**src/rtl/dcic_pkg.sv**
```systemverilog
// Package with register map, cause bit positions and constants for the datacomm interrupt block.
package dcic_pkg;

    // Register byte addresses on the AHB-Lite slave.
    localparam logic [7:0] ADDR_CAUSE = 8'h04;
    localparam logic [7:0] ADDR_MASK = 8'h00;
    localparam logic [7:0] ADDR_RXQ = 8'h08;
    localparam logic [7:0] ADDR_CTRL = 8'h0C;
    localparam logic [7:0] ADDR_RXDATA = 8'h10;
    localparam logic [7:0] ADDR_IRQ_STATUS = 8'h14;
    localparam logic [7:0] ADDR_IRQ_MASK = 8'h18;

    // Cause bit positions shared by both protocols.
    localparam int CB_RXDATA = 0;
    localparam int CB_PROMPT_OR_SENT = 1;
    localparam int CB_ERROR = 2;
    localparam int CB_MODEM = 3;
    localparam int CB_NOACT = 4;
    localparam int CB_LOSTCAR = 5;
    // Cause bit positions used in asynchronous mode only.
    localparam int CB_EOL = 6;
    localparam int CB_BREAK = 7;

    // Control register field positions.
    localparam int CTRL_DATALINK = 0;
    localparam int CTRL_HANDSHAKE = 1;

    // Receive queue status codes.
    localparam logic [1:0] RXQ_EMPTY = 2'h0;
    localparam logic [1:0] RXQ_DATA = 2'h1;
    localparam logic [1:0] RXQ_CTRL = 2'h2;
    localparam logic [1:0] RXQ_BOTH = 2'h3;

    // Reset values.
    localparam logic [7:0] MASK_RESET = 8'h00;
    localparam logic [1:0] CTRL_RESET = 2'h0;

    // Cause bits that hold meaning in Data Link mode.
    localparam logic [7:0] DATALINK_VALID = 8'h3F;

    // Block interrupt sources: overflow and queue-empty-after-read.
    localparam int IRQ_OVERFLOW = 0;
    localparam int IRQ_DRAINED = 1;

    // AHB transfer type and size codes.
    localparam logic [1:0] HTRANS_NONSEQ = 2'h2;
    localparam logic [2:0] HSIZE_WORD = 3'h2;

endpackage : dcic_pkg

```
**src/rtl/dcic_rxq.sv**
```systemverilog
// Receive queue holding data bytes and control block markers in flip-flops.
`timescale 1ns/1ps
module dcic_rxq
    import dcic_pkg::*;
#(
    parameter int DEPTH = 16
) (
    // Clock and reset.
    input wire logic hclk,
    input wire logic hresetn,
    // Incoming entries from the line side.
    input wire logic wr_en,
    input wire logic [7:0] wr_data,
    input wire logic wr_ctrl,
    // Reads from the host side.
    input wire logic rd_en,
    output logic [7:0] rd_data,
    output logic rd_ctrl,
    // Occupancy view.
    output logic empty,
    output logic full,
    output logic has_data,
    output logic has_ctrl,
    output logic overflow
);

    initial begin
        if (DEPTH < 2 || (DEPTH & (DEPTH - 1)) != 0) begin
            $error("dcic_rxq: DEPTH must be a power of two of at least 2.");
        end
    end

    localparam int AW = $clog2(DEPTH);

    // Storage, one entry holds a byte and a control marker.
    logic [8:0] mem [DEPTH];
    logic [AW:0] wptr;
    logic [AW:0] rptr;
    logic [AW:0] ctrl_count;
    logic [AW:0] next_wptr;
    logic [AW:0] next_rptr;
    logic [AW:0] next_ctrl_count;
    logic do_wr;
    logic do_rd;

    // Counts and pointers for the next cycle; a write to a full queue is dropped.
    always_comb begin
        do_wr = wr_en && !full;
        do_rd = rd_en && !empty;
        next_wptr = wptr + (AW + 1)'(do_wr);
        next_rptr = rptr + (AW + 1)'(do_rd);
        next_ctrl_count = ctrl_count + (AW + 1)'(do_wr && wr_ctrl)
                          - (AW + 1)'(do_rd && mem[rptr[AW-1:0]][8]);
        overflow = wr_en && full;
    end

    // Pointer registers.
    always_ff @(posedge hclk or negedge hresetn) begin
        if (!hresetn) begin
            wptr <= '0;
            rptr <= '0;
            ctrl_count <= '0;
        end else begin
            wptr <= next_wptr;
            rptr <= next_rptr;
            ctrl_count <= next_ctrl_count;
        end
    end

    // Storage has no reset; rd_data shows the entry at rptr even when the queue is empty.
    always_ff @(posedge hclk) begin
        if (do_wr) begin
            mem[wptr[AW-1:0]] <= {wr_ctrl, wr_data};
        end
    end

    assign empty = (wptr == rptr);
    assign full = (wptr[AW-1:0] == rptr[AW-1:0]) && (wptr[AW] != rptr[AW]);
    assign has_ctrl = (ctrl_count != '0);
    assign has_data = ((wptr - rptr) != ctrl_count);
    assign rd_data = mem[rptr[AW-1:0]][7:0];
    assign rd_ctrl = mem[rptr[AW-1:0]][8];

endmodule : dcic_rxq

```
**src/rtl/dcic_top.sv**
```systemverilog
// Datacomm interrupt cause, enable mask and receive queue with AHB-Lite registers.
//
// Contract
// - Cause register records causes of latest request.
// - Event interrupts only when its mask bit set.
// - Bits 0-5 shared; 6-7 async only.
// - Async bits 0-3: data, prompt, error, modem.
// - Async bits 4-7: noact, lostcarrier, EOL, break.
// - Data Link bit1 block sent, bit2 error.
// - Queue holds data; full with handshake holds off.
// - Async without handshake: no hold-off, overflow.
// - Cause read clears request; uncleared stays asserted.
// - Queue status: 0 empty,1 data,2 ctrl,3 both.
`timescale 1ns/1ps
module dcic_top
    import dcic_pkg::*;
#(
    parameter int RXQ_DEPTH = 16
) (
    // AHB-Lite clock and reset.
    input wire logic hclk,
    input wire logic hresetn,
    // AHB-Lite slave port.
    input wire logic hsel,
    input wire logic [7:0] haddr,
    input wire logic [1:0] htrans,
    input wire logic hwrite,
    input wire logic [2:0] hsize,
    input wire logic [31:0] hwdata,
    input wire logic hready,
    output logic [31:0] hrdata,
    output logic hreadyout,
    output logic hresp,
    // Line events, one-cycle pulses from the protocol engine.
    input wire logic ev_prompt_or_sent,
    input wire logic ev_error,
    input wire logic ev_modem,
    input wire logic ev_noact,
    input wire logic ev_lostcar,
    input wire logic ev_eol,
    input wire logic ev_break,
    // Received entries from the protocol engine.
    input wire logic rx_valid,
    input wire logic [7:0] rx_data,
    input wire logic rx_ctrl,
    // Host request and remote hold-off.
    output logic host_irq,
    output logic hold_off,
    // Block interrupt for queue overflow and drain.
    output logic irq
);

    // Bus address phase captured for the data phase.
    logic ap_valid;
    logic ap_write;
    logic [7:0] ap_addr;
    logic next_ap_valid;
    logic next_ap_write;
    logic [7:0] next_ap_addr;

    // Software-visible state.
    logic [7:0] mask;          // Host enable mask.
    logic [7:0] cause;         // Latched causes.
    logic [1:0] ctrl;          // Protocol mode and handshake enable.
    logic [1:0] irq_status;    // Sticky block events.
    logic [1:0] irq_mask;      // Enables for the block events.
    logic [7:0] next_mask;
    logic [7:0] next_cause;
    logic [1:0] next_ctrl;
    logic [1:0] next_irq_status;
    logic [1:0] next_irq_mask;
    logic [31:0] next_hrdata;
    logic next_host_irq;
    logic next_hold_off;
    logic next_irq;

    // Queue wiring.
    logic q_rd;
    logic [7:0] q_data;
    logic q_rd_ctrl;
    logic q_empty;
    logic q_full;
    logic q_has_data;
    logic q_has_ctrl;
    logic q_overflow;
    logic q_empty_d;
    logic next_q_empty_d;

    // Decoded accesses; writes to the cause register are ignored.
    logic rd_cause;
    logic [7:0] events;
    logic [7:0] valid_bits;

    // Receive queue; writes while full are dropped and flagged.
    dcic_rxq #(
        .DEPTH(RXQ_DEPTH)
    ) u_rxq (
        .hclk(hclk),
        .hresetn(hresetn),
        .wr_en(rx_valid),
        .wr_data(rx_data),
        .wr_ctrl(rx_ctrl),
        .rd_en(q_rd),
        .rd_data(q_data),
        .rd_ctrl(q_rd_ctrl),
        .empty(q_empty),
        .full(q_full),
        .has_data(q_has_data),
        .has_ctrl(q_has_ctrl),
        .overflow(q_overflow)
    );

    // Queue status code from occupancy.
    function automatic logic [1:0] rxq_code(input logic d, input logic c);
        if (d && c) begin
            return RXQ_BOTH;
        end else if (c) begin
            return RXQ_CTRL;
        end else if (d) begin
            return RXQ_DATA;
        end
        return RXQ_EMPTY;
    endfunction : rxq_code

    // Address phase capture; the slave never inserts wait states.
    always_comb begin
        next_ap_valid = hsel && hready && (htrans == HTRANS_NONSEQ) && (hsize == HSIZE_WORD);
        next_ap_write = hwrite;
        next_ap_addr = haddr;
    end

    always_ff @(posedge hclk or negedge hresetn) begin
        if (!hresetn) begin
            ap_valid <= 1'b0;
            ap_write <= 1'b0;
            ap_addr <= 8'h00;
        end else begin
            ap_valid <= next_ap_valid;
            ap_write <= next_ap_write;
            ap_addr <= next_ap_addr;
        end
    end

    // Read strobes act on the edge that loads hrdata. Clearing the cause on that
    // same edge means an event latched then is kept, not wiped unreported.
    assign rd_cause = next_ap_valid && !hwrite && (haddr == ADDR_CAUSE);
    assign q_rd = next_ap_valid && !hwrite && (haddr == ADDR_RXDATA);

    // Event vector; bit 1 is prompt or block sent by mode, and bits 6-7 count in async mode only.
    always_comb begin
        events = 8'h00;
        events[CB_RXDATA] = !q_empty;
        events[CB_PROMPT_OR_SENT] = ev_prompt_or_sent;
        events[CB_ERROR] = ev_error;
        events[CB_MODEM] = ev_modem;
        events[CB_NOACT] = ev_noact;
        events[CB_LOSTCAR] = ev_lostcar;
        events[CB_EOL] = ev_eol;
        events[CB_BREAK] = ev_break;
        // Data Link has no use for the upper pair, so they never latch.
        valid_bits = ctrl[CTRL_DATALINK] ? DATALINK_VALID : 8'hFF;
    end

    // Register next values. An event arriving in the clearing read is kept.
    always_comb begin
        next_mask = mask;
        next_ctrl = ctrl;
        next_irq_mask = irq_mask;
        next_cause = cause;
        next_irq_status = irq_status;
        next_q_empty_d = q_empty;
        if (rd_cause) begin
            next_cause = 8'h00;
        end
        // Only masked events latch, so the cause shows what raised the request.
        next_cause = next_cause | (events & mask & valid_bits);
        if (q_overflow) begin
            next_irq_status[IRQ_OVERFLOW] = 1'b1;
        end
        if (q_empty && !q_empty_d) begin
            next_irq_status[IRQ_DRAINED] = 1'b1;
        end
        if (ap_valid && ap_write) begin
            if (ap_addr == ADDR_MASK) begin
                next_mask = hwdata[7:0];
            end else if (ap_addr == ADDR_CTRL) begin
                next_ctrl = hwdata[1:0];
            end else if (ap_addr == ADDR_IRQ_STATUS) begin
                next_irq_status = next_irq_status & ~(hwdata[1:0] & irq_status);
                if (q_overflow) begin
                    next_irq_status[IRQ_OVERFLOW] = 1'b1;
                end
                if (q_empty && !q_empty_d) begin
                    next_irq_status[IRQ_DRAINED] = 1'b1;
                end
            end else if (ap_addr == ADDR_IRQ_MASK) begin
                next_irq_mask = hwdata[1:0];
            end
        end
        // A later event while pending only adds bits; one level request.
        next_host_irq = ((next_cause & mask) != 8'h00);
        next_hold_off = ctrl[CTRL_HANDSHAKE] && q_full;
        next_irq = ((next_irq_status & next_irq_mask) != 2'h0);
    end

    // Read data for the next data phase, computed from the address phase.
    always_comb begin
        next_hrdata = 32'h00000000;
        if (next_ap_valid && !hwrite) begin
            if (haddr == ADDR_MASK) begin
                next_hrdata = {24'h000000, mask};
            end else if (haddr == ADDR_CAUSE) begin
                next_hrdata = {24'h000000, cause};
            end else if (haddr == ADDR_RXQ) begin
                next_hrdata = {30'h00000000, rxq_code(q_has_data, q_has_ctrl)};
            end else if (haddr == ADDR_CTRL) begin
                next_hrdata = {30'h00000000, ctrl};
            end else if (haddr == ADDR_RXDATA) begin
                next_hrdata = {23'h000000, q_rd_ctrl && !q_empty, q_data};
            end else if (haddr == ADDR_IRQ_STATUS) begin
                next_hrdata = {30'h00000000, irq_status};
            end else if (haddr == ADDR_IRQ_MASK) begin
                next_hrdata = {30'h00000000, irq_mask};
            end
        end
    end

    // State registers; hrdata, host_irq, hold_off and irq leave from flip-flops.
    always_ff @(posedge hclk or negedge hresetn) begin
        if (!hresetn) begin
            mask <= MASK_RESET;
            cause <= 8'h00;
            ctrl <= CTRL_RESET;
            irq_status <= 2'h0;
            irq_mask <= 2'h0;
            q_empty_d <= 1'b1;
            hrdata <= 32'h00000000;
            host_irq <= 1'b0;
            hold_off <= 1'b0;
            irq <= 1'b0;
        end else begin
            mask <= next_mask;
            cause <= next_cause;
            ctrl <= next_ctrl;
            irq_status <= next_irq_status;
            irq_mask <= next_irq_mask;
            q_empty_d <= next_q_empty_d;
            hrdata <= next_hrdata;
            host_irq <= next_host_irq;
            hold_off <= next_hold_off;
            irq <= next_irq;
        end
    end

    // Zero wait states and OKAY always; bus response outputs tied to constants.
    assign hreadyout = 1'b1;
    assign hresp = 1'b0;

    // Checks.
    property p_masked_latch;
        @(posedge hclk) disable iff (!hresetn)
        (ev_modem && !mask[CB_MODEM] && !cause[CB_MODEM]) |=> !cause[CB_MODEM];
    endproperty
    a_masked_latch: assert property (p_masked_latch) else $error("Masked cause latched.");

    property p_cause_latch;
        @(posedge hclk) disable iff (!hresetn)
        (ev_noact && mask[CB_NOACT]) |=> cause[CB_NOACT];
    endproperty
    a_cause_latch: assert property (p_cause_latch) else $error("Cause not latched.");

    property p_dl_upper;
        @(posedge hclk) disable iff (!hresetn)
        (ctrl[CTRL_DATALINK] && $past(ctrl[CTRL_DATALINK]) && rd_cause) |=>
            (cause[CB_BREAK] == 1'b0);
    endproperty
    a_dl_upper: assert property (p_dl_upper) else $error("Upper bit set in Data Link.");

    property p_read_clears;
        @(posedge hclk) disable iff (!hresetn)
        (rd_cause && !ev_break) |=> !cause[CB_BREAK];
    endproperty
    a_read_clears: assert property (p_read_clears) else $error("Cause read did not clear.");

    property p_irq_level;
        @(posedge hclk) disable iff (!hresetn)
        ((cause & mask) != 8'h00) && !rd_cause && $stable(mask) |=> host_irq;
    endproperty
    a_irq_level: assert property (p_irq_level) else $error("Request not held.");

    property p_holdoff;
        @(posedge hclk) disable iff (!hresetn)
        (q_full && ctrl[CTRL_HANDSHAKE]) |=> hold_off;
    endproperty
    a_holdoff: assert property (p_holdoff) else $error("No hold-off when full.");

    property p_no_holdoff;
        @(posedge hclk) disable iff (!hresetn)
        !ctrl[CTRL_HANDSHAKE] |=> !hold_off;
    endproperty
    a_no_holdoff: assert property (p_no_holdoff) else $error("Hold-off without handshake.");

    property p_rxq_code;
        @(posedge hclk) disable iff (!hresetn)
        (next_ap_valid && !hwrite && haddr == ADDR_RXQ && q_empty) |=> hrdata[1:0] == RXQ_EMPTY;
    endproperty
    a_rxq_code: assert property (p_rxq_code) else $error("Queue status wrong.");

endmodule : dcic_top

```
**config.mk**
```make
export PLATFORM = sky130hd
export DESIGN_NAME = dcic_top
export DESIGN_NICKNAME = d
export VERILOG_FILES = /design/src/rtl/dcic_pkg.sv /design/src/rtl/dcic_rxq.sv /design/src/rtl/dcic_top.sv
export SDC_FILE = /design/constraint.sdc
export NUM_CORES = 1
export LEC_CHECK = 0
export ABC_AREA = 1
export BUFFER_PORTS_ARGS = -buffer_cell sky130_fd_sc_hd__buf_2
export CAP_MARGIN = 10
export CORE_UTILIZATION = 63
export DETAILED_ROUTE_END_ITERATION = 10
export PLACE_DENSITY = 0.85
export SLEW_MARGIN = 5
export SYNTH_ARGS = -nofsm -noshare
export SYNTH_HDL_FRONTEND = slang
export SYNTH_HIERARCHICAL = 1
export SYNTH_SLANG_ARGS = --single-unit
```
**constraint.sdc**
```tcl
create_clock -name hclk -period 7.04 [get_ports hclk]
set_input_delay 0.352 -clock hclk [delete_from_list [all_inputs] [get_ports hclk]]
set_output_delay 0.352 -clock hclk [all_outputs]
set_load 0.02 [all_outputs]
```
==> flow_metrics.py <==
metrics = {
    "run_status": {
        "status": "complete, no violations",
    },
    "sta": {
        "rsz0062_at_grt": "false",
        "clock_skew_ps": 22.7,
        "slew_viol_final": 0,
        "finalHoldViolCount": 0,
        "finalSetupTns_ps": 0,
        "final.min_clock_period_ps": 3750,
        "max_freq_mhz": 267,
        "max_slew_margin_pct": 40.8,
        "fin_crit_sh_pct": 53.3,
        "tightest_slew_ps": 885,
        "final.setup.worst_slack_ps": 3290,
        "setup_viol": 0,
    },
    "layout": {
        "finish.utilization_pct": 72.4,
        "area_delta_synth_final_pct": 11.6,
        "fin_nets": 991,
        "drive_above_1_share_pct": 12.9,
        "regArea_um2": 5830,
        "fin_cells": 1103,
        "antenna_cells": 0,
        "layout.cells.most_common": "nand2_1",
        "nFillCells": 896,
        "final_cell_mix": "nand2_1, edfxtp_1, nor2_1",
        "multi_input_area_um2": 2760,
    },
    "clock_tree": {
        "htreeDepth": 1,
        "clock_path_buffers": 3,
        "post_cts_buffers": 0,
        "cts.repair.resized": 0,
        "cts.sinks": 204,
        "cts_tree": "built",
        "cts_hold_repair.buffers": 6,
        "clock_latency_ps": 500,
        "path_clk_slew_ps": 70,
        "cts-buffers-inserted": 21,
        "root_buffer": "clkbuf_16",
    },
    "global_route": {
        "grt_antenna_before_repair": 0,
        "grt_max_degree": 65,
        "track_usage_pct": 26.1,
        "grt_pass1_vias": 5895,
        "grt_pass1_wl_mm": 28.9,
        "grt_remaining_overflow": 0,
    },
    "power": {
        "ir_drop_uv": 243,
        "leakage_nw": 4.34,
        "internal_power_mw": 2.24,
        "clock_power_share_pct": 37.2,
        "pwr-share-comb_pct": 13.7,
        "p_per_area_nw_per_um2": 298,
        "p_seq_share_pct": 49.0,
        "p_sw_share_pct": 25.8,
        "power_mw": 3.02,
        "switching_power_mw": 0.780,
    },
    "drt": {
        "routed_wl_mm": 18.7,
        "drc": 0,
        "drtIter0Drc": 511,
        "vias_per_cell": 5.65,
        "drtPass1Iterations": 5,
        "wire_per_inst_um": 17.0,
        "ant_nets": 0,
        "vias": 6234,
    },
    "synthesis": {
        "netlist_instances": 849,
        "synth.ff_latch_count": 204,
        "async_reset_ff_share_pct": 29.4,
        "yosysSeqAreaShare_pct": 64.2,
        "yosysWarnings": 6,
        "postSynth.topFlopCell": "edfxtp_1",
        "ys_types": 41,
        "syn_avg_cell_area_um2": 10.7,
        "syn_area_um2": 9080,
        "synth-edff-count": 144,
    },
    "floorplan": {
        "die_h_um": 122,
        "start_util_pct": 64.9,
        "row_count": 43,
        "die_w_um": 122,
        "die_area_um2": 14900,
        "core_um2": 14000,
        "io_pins": 104,
    },
    "setup_path": {
        "timing.rr.start": "u_rxq/rptr[0]",
        "path_max_fanout": 64,
        "crit_path_start_kind": "flip-flop",
        "crit_required_ps": 7470,
        "arrival_ps": 4180,
        "critPathKind": "reg -> reg",
        "crit_start": "u_rxq/rptr[0]",
        "worstSetupEndpointType": "flip-flop",
    },
    "min_path": {
        "hold_class": "in -> async",
    },
    "place": {
        "hpwlAfterDp_mm": 11.5,
        "dp_slack_ps": 3380,
        "globalplace.congestion": 0.821,
        "post-place-cells": 1058,
        "io_buffers": 54,
    },
    "flow_run": {
        "cap_violations": 0,
    },
}
## worst max-delay path, stage by stage, from the launching register on
cell,delay [ps]
dfrtp_2,930
inv_4,450
nor2_1,230
nor3_1,80
nor2_1,240
nand2_1,90
nand2_1,100
nor2_1,70
ha_1,280
inv_1,40
ha_1,220
fa_1,440
a21oi_1,160
nor2_1,60
nor2_1,110
xor2_1,150
## through the flow
step,area (µm²),hold slack [ps]
2_1_floorplan,9160,56.4
3_3_place_gp,9350,472
3_5_place_dp,9350,475
4_1_cts,10100,1.40
5_1_grt,10100,4.43
6_report,10100,9.19
## per-layer routing
metal	vias up	global-route usage, %	wire (µm)
met5	-	0	0
met4	0	13.6	716
met3	63	3.70	1540
met2	360	44.1	9270
met1	2880	32.8	7200
li1	2931	-	-
## registers in the layout, summed over array words and instances (netlist names)
signal and flops:
ctrl 2, cause 8, hrdata 9, u_rxq/ctrl_count 5, ap_addr 8, host_irq 1
irq_mask 2, u_rxq/rptr 5, ap_valid 1, irq_status 2, u_rxq/mem 144, q_empty_d 1
irq 1, hold_off 1, u_rxq/wptr 5, ap_write 1, mask 8
## cell families (layout without fill, tap and decap cells)
| logic type | after synthesis | after routing | share of synthesized area, % |
|---|---|---|---|
| DFF | 204 | 204 | 64.2 |
| AOI/OAI and AO/OA | 108 | 108 | 6.67 |
| buffers and inverters | 115 | 166 | 6.36 |
| other | 2 | 25 | 0.0827 |
| and+or+nand+nor | 387 | 387 | 18.6 |
| adders and majority gates | 16 | 16 | 2.37 |
| xor gates and xnor gates | 17 | 17 | 1.72 |
## power by group through the flow
stage | registers [mW] | clock network, mW | logic, mW
detailed placement | 1.50 | 0 | 0.394
finish | 1.48 | 1.12 | 0.415
global placement | 1.50 | 0 | 0.379
floorplan | 1.49 | 0 | 0.300
CTS | 1.48 | 1.13 | 0.412
global route | 1.49 | 1.18 | 0.463
## Yosys cell counts, drive strengths merged, types with 2 or more instances
| master | n | area share, % |
|---|---|---|
| edfxtp | 144 | 48 |
| xor2 | 13 | 1.3 |
| nand4 | 2 | 0.14 |
| xnor2 | 4 | 0.47 |
| fa | 2 | 0.44 |
| o21ai | 43 | 2.4 |
| nor4 | 3 | 0.37 |
| nor2 | 88 | 4.2 |
| nand3 | 66 | 4.1 |
| o211ai | 16 | 1.3 |
| or2 | 2 | 0.17 |
| inv | 63 | 2.6 |
| clkbuf | 4 | 0.17 |
| nand2 | 218 | 9.1 |
| a21oi | 42 | 2.3 |
| nor3 | 7 | 0.51 |
| conb | 2 | 0.083 |
| dfrtp | 59 | 16 |
| a31o | 5 | 0.48 |
| buf | 47 | 3.5 |
| ha | 14 | 1.9 |
## path summary, 6_finish.rpt
| path | slack (ps) | cells after the start | to |
|---|---|---|---|
| setup / recovery | 3290 | 15 | u_rxq/ctrl_count[4] |
| hold / removal | 9 | 2 | cause[2] |
| min in group hclk | 20 | 1 | ap_addr[1] |
| setup reg to reg | 3290 | 15 | u_rxq/ctrl_count[4] |
| max in group asynchronous | 6510 | 2 | u_rxq/rptr[0] |
| hold reg to reg | 500 | 2 | ctrl[0] |
## final cells by class
type / count / share of cell area, %
clock buffer: 27 / 5.61
timing repair buffer: 64 / 3.58
tap: 180 / 2.22
sequential: 204 / 57.5
inverter: 64 / 2.40
multi-input combinational: 553 / 27.2
clock inverter: 11 / 1.40
No activity file was read; power rests on OpenSTA's default activity.
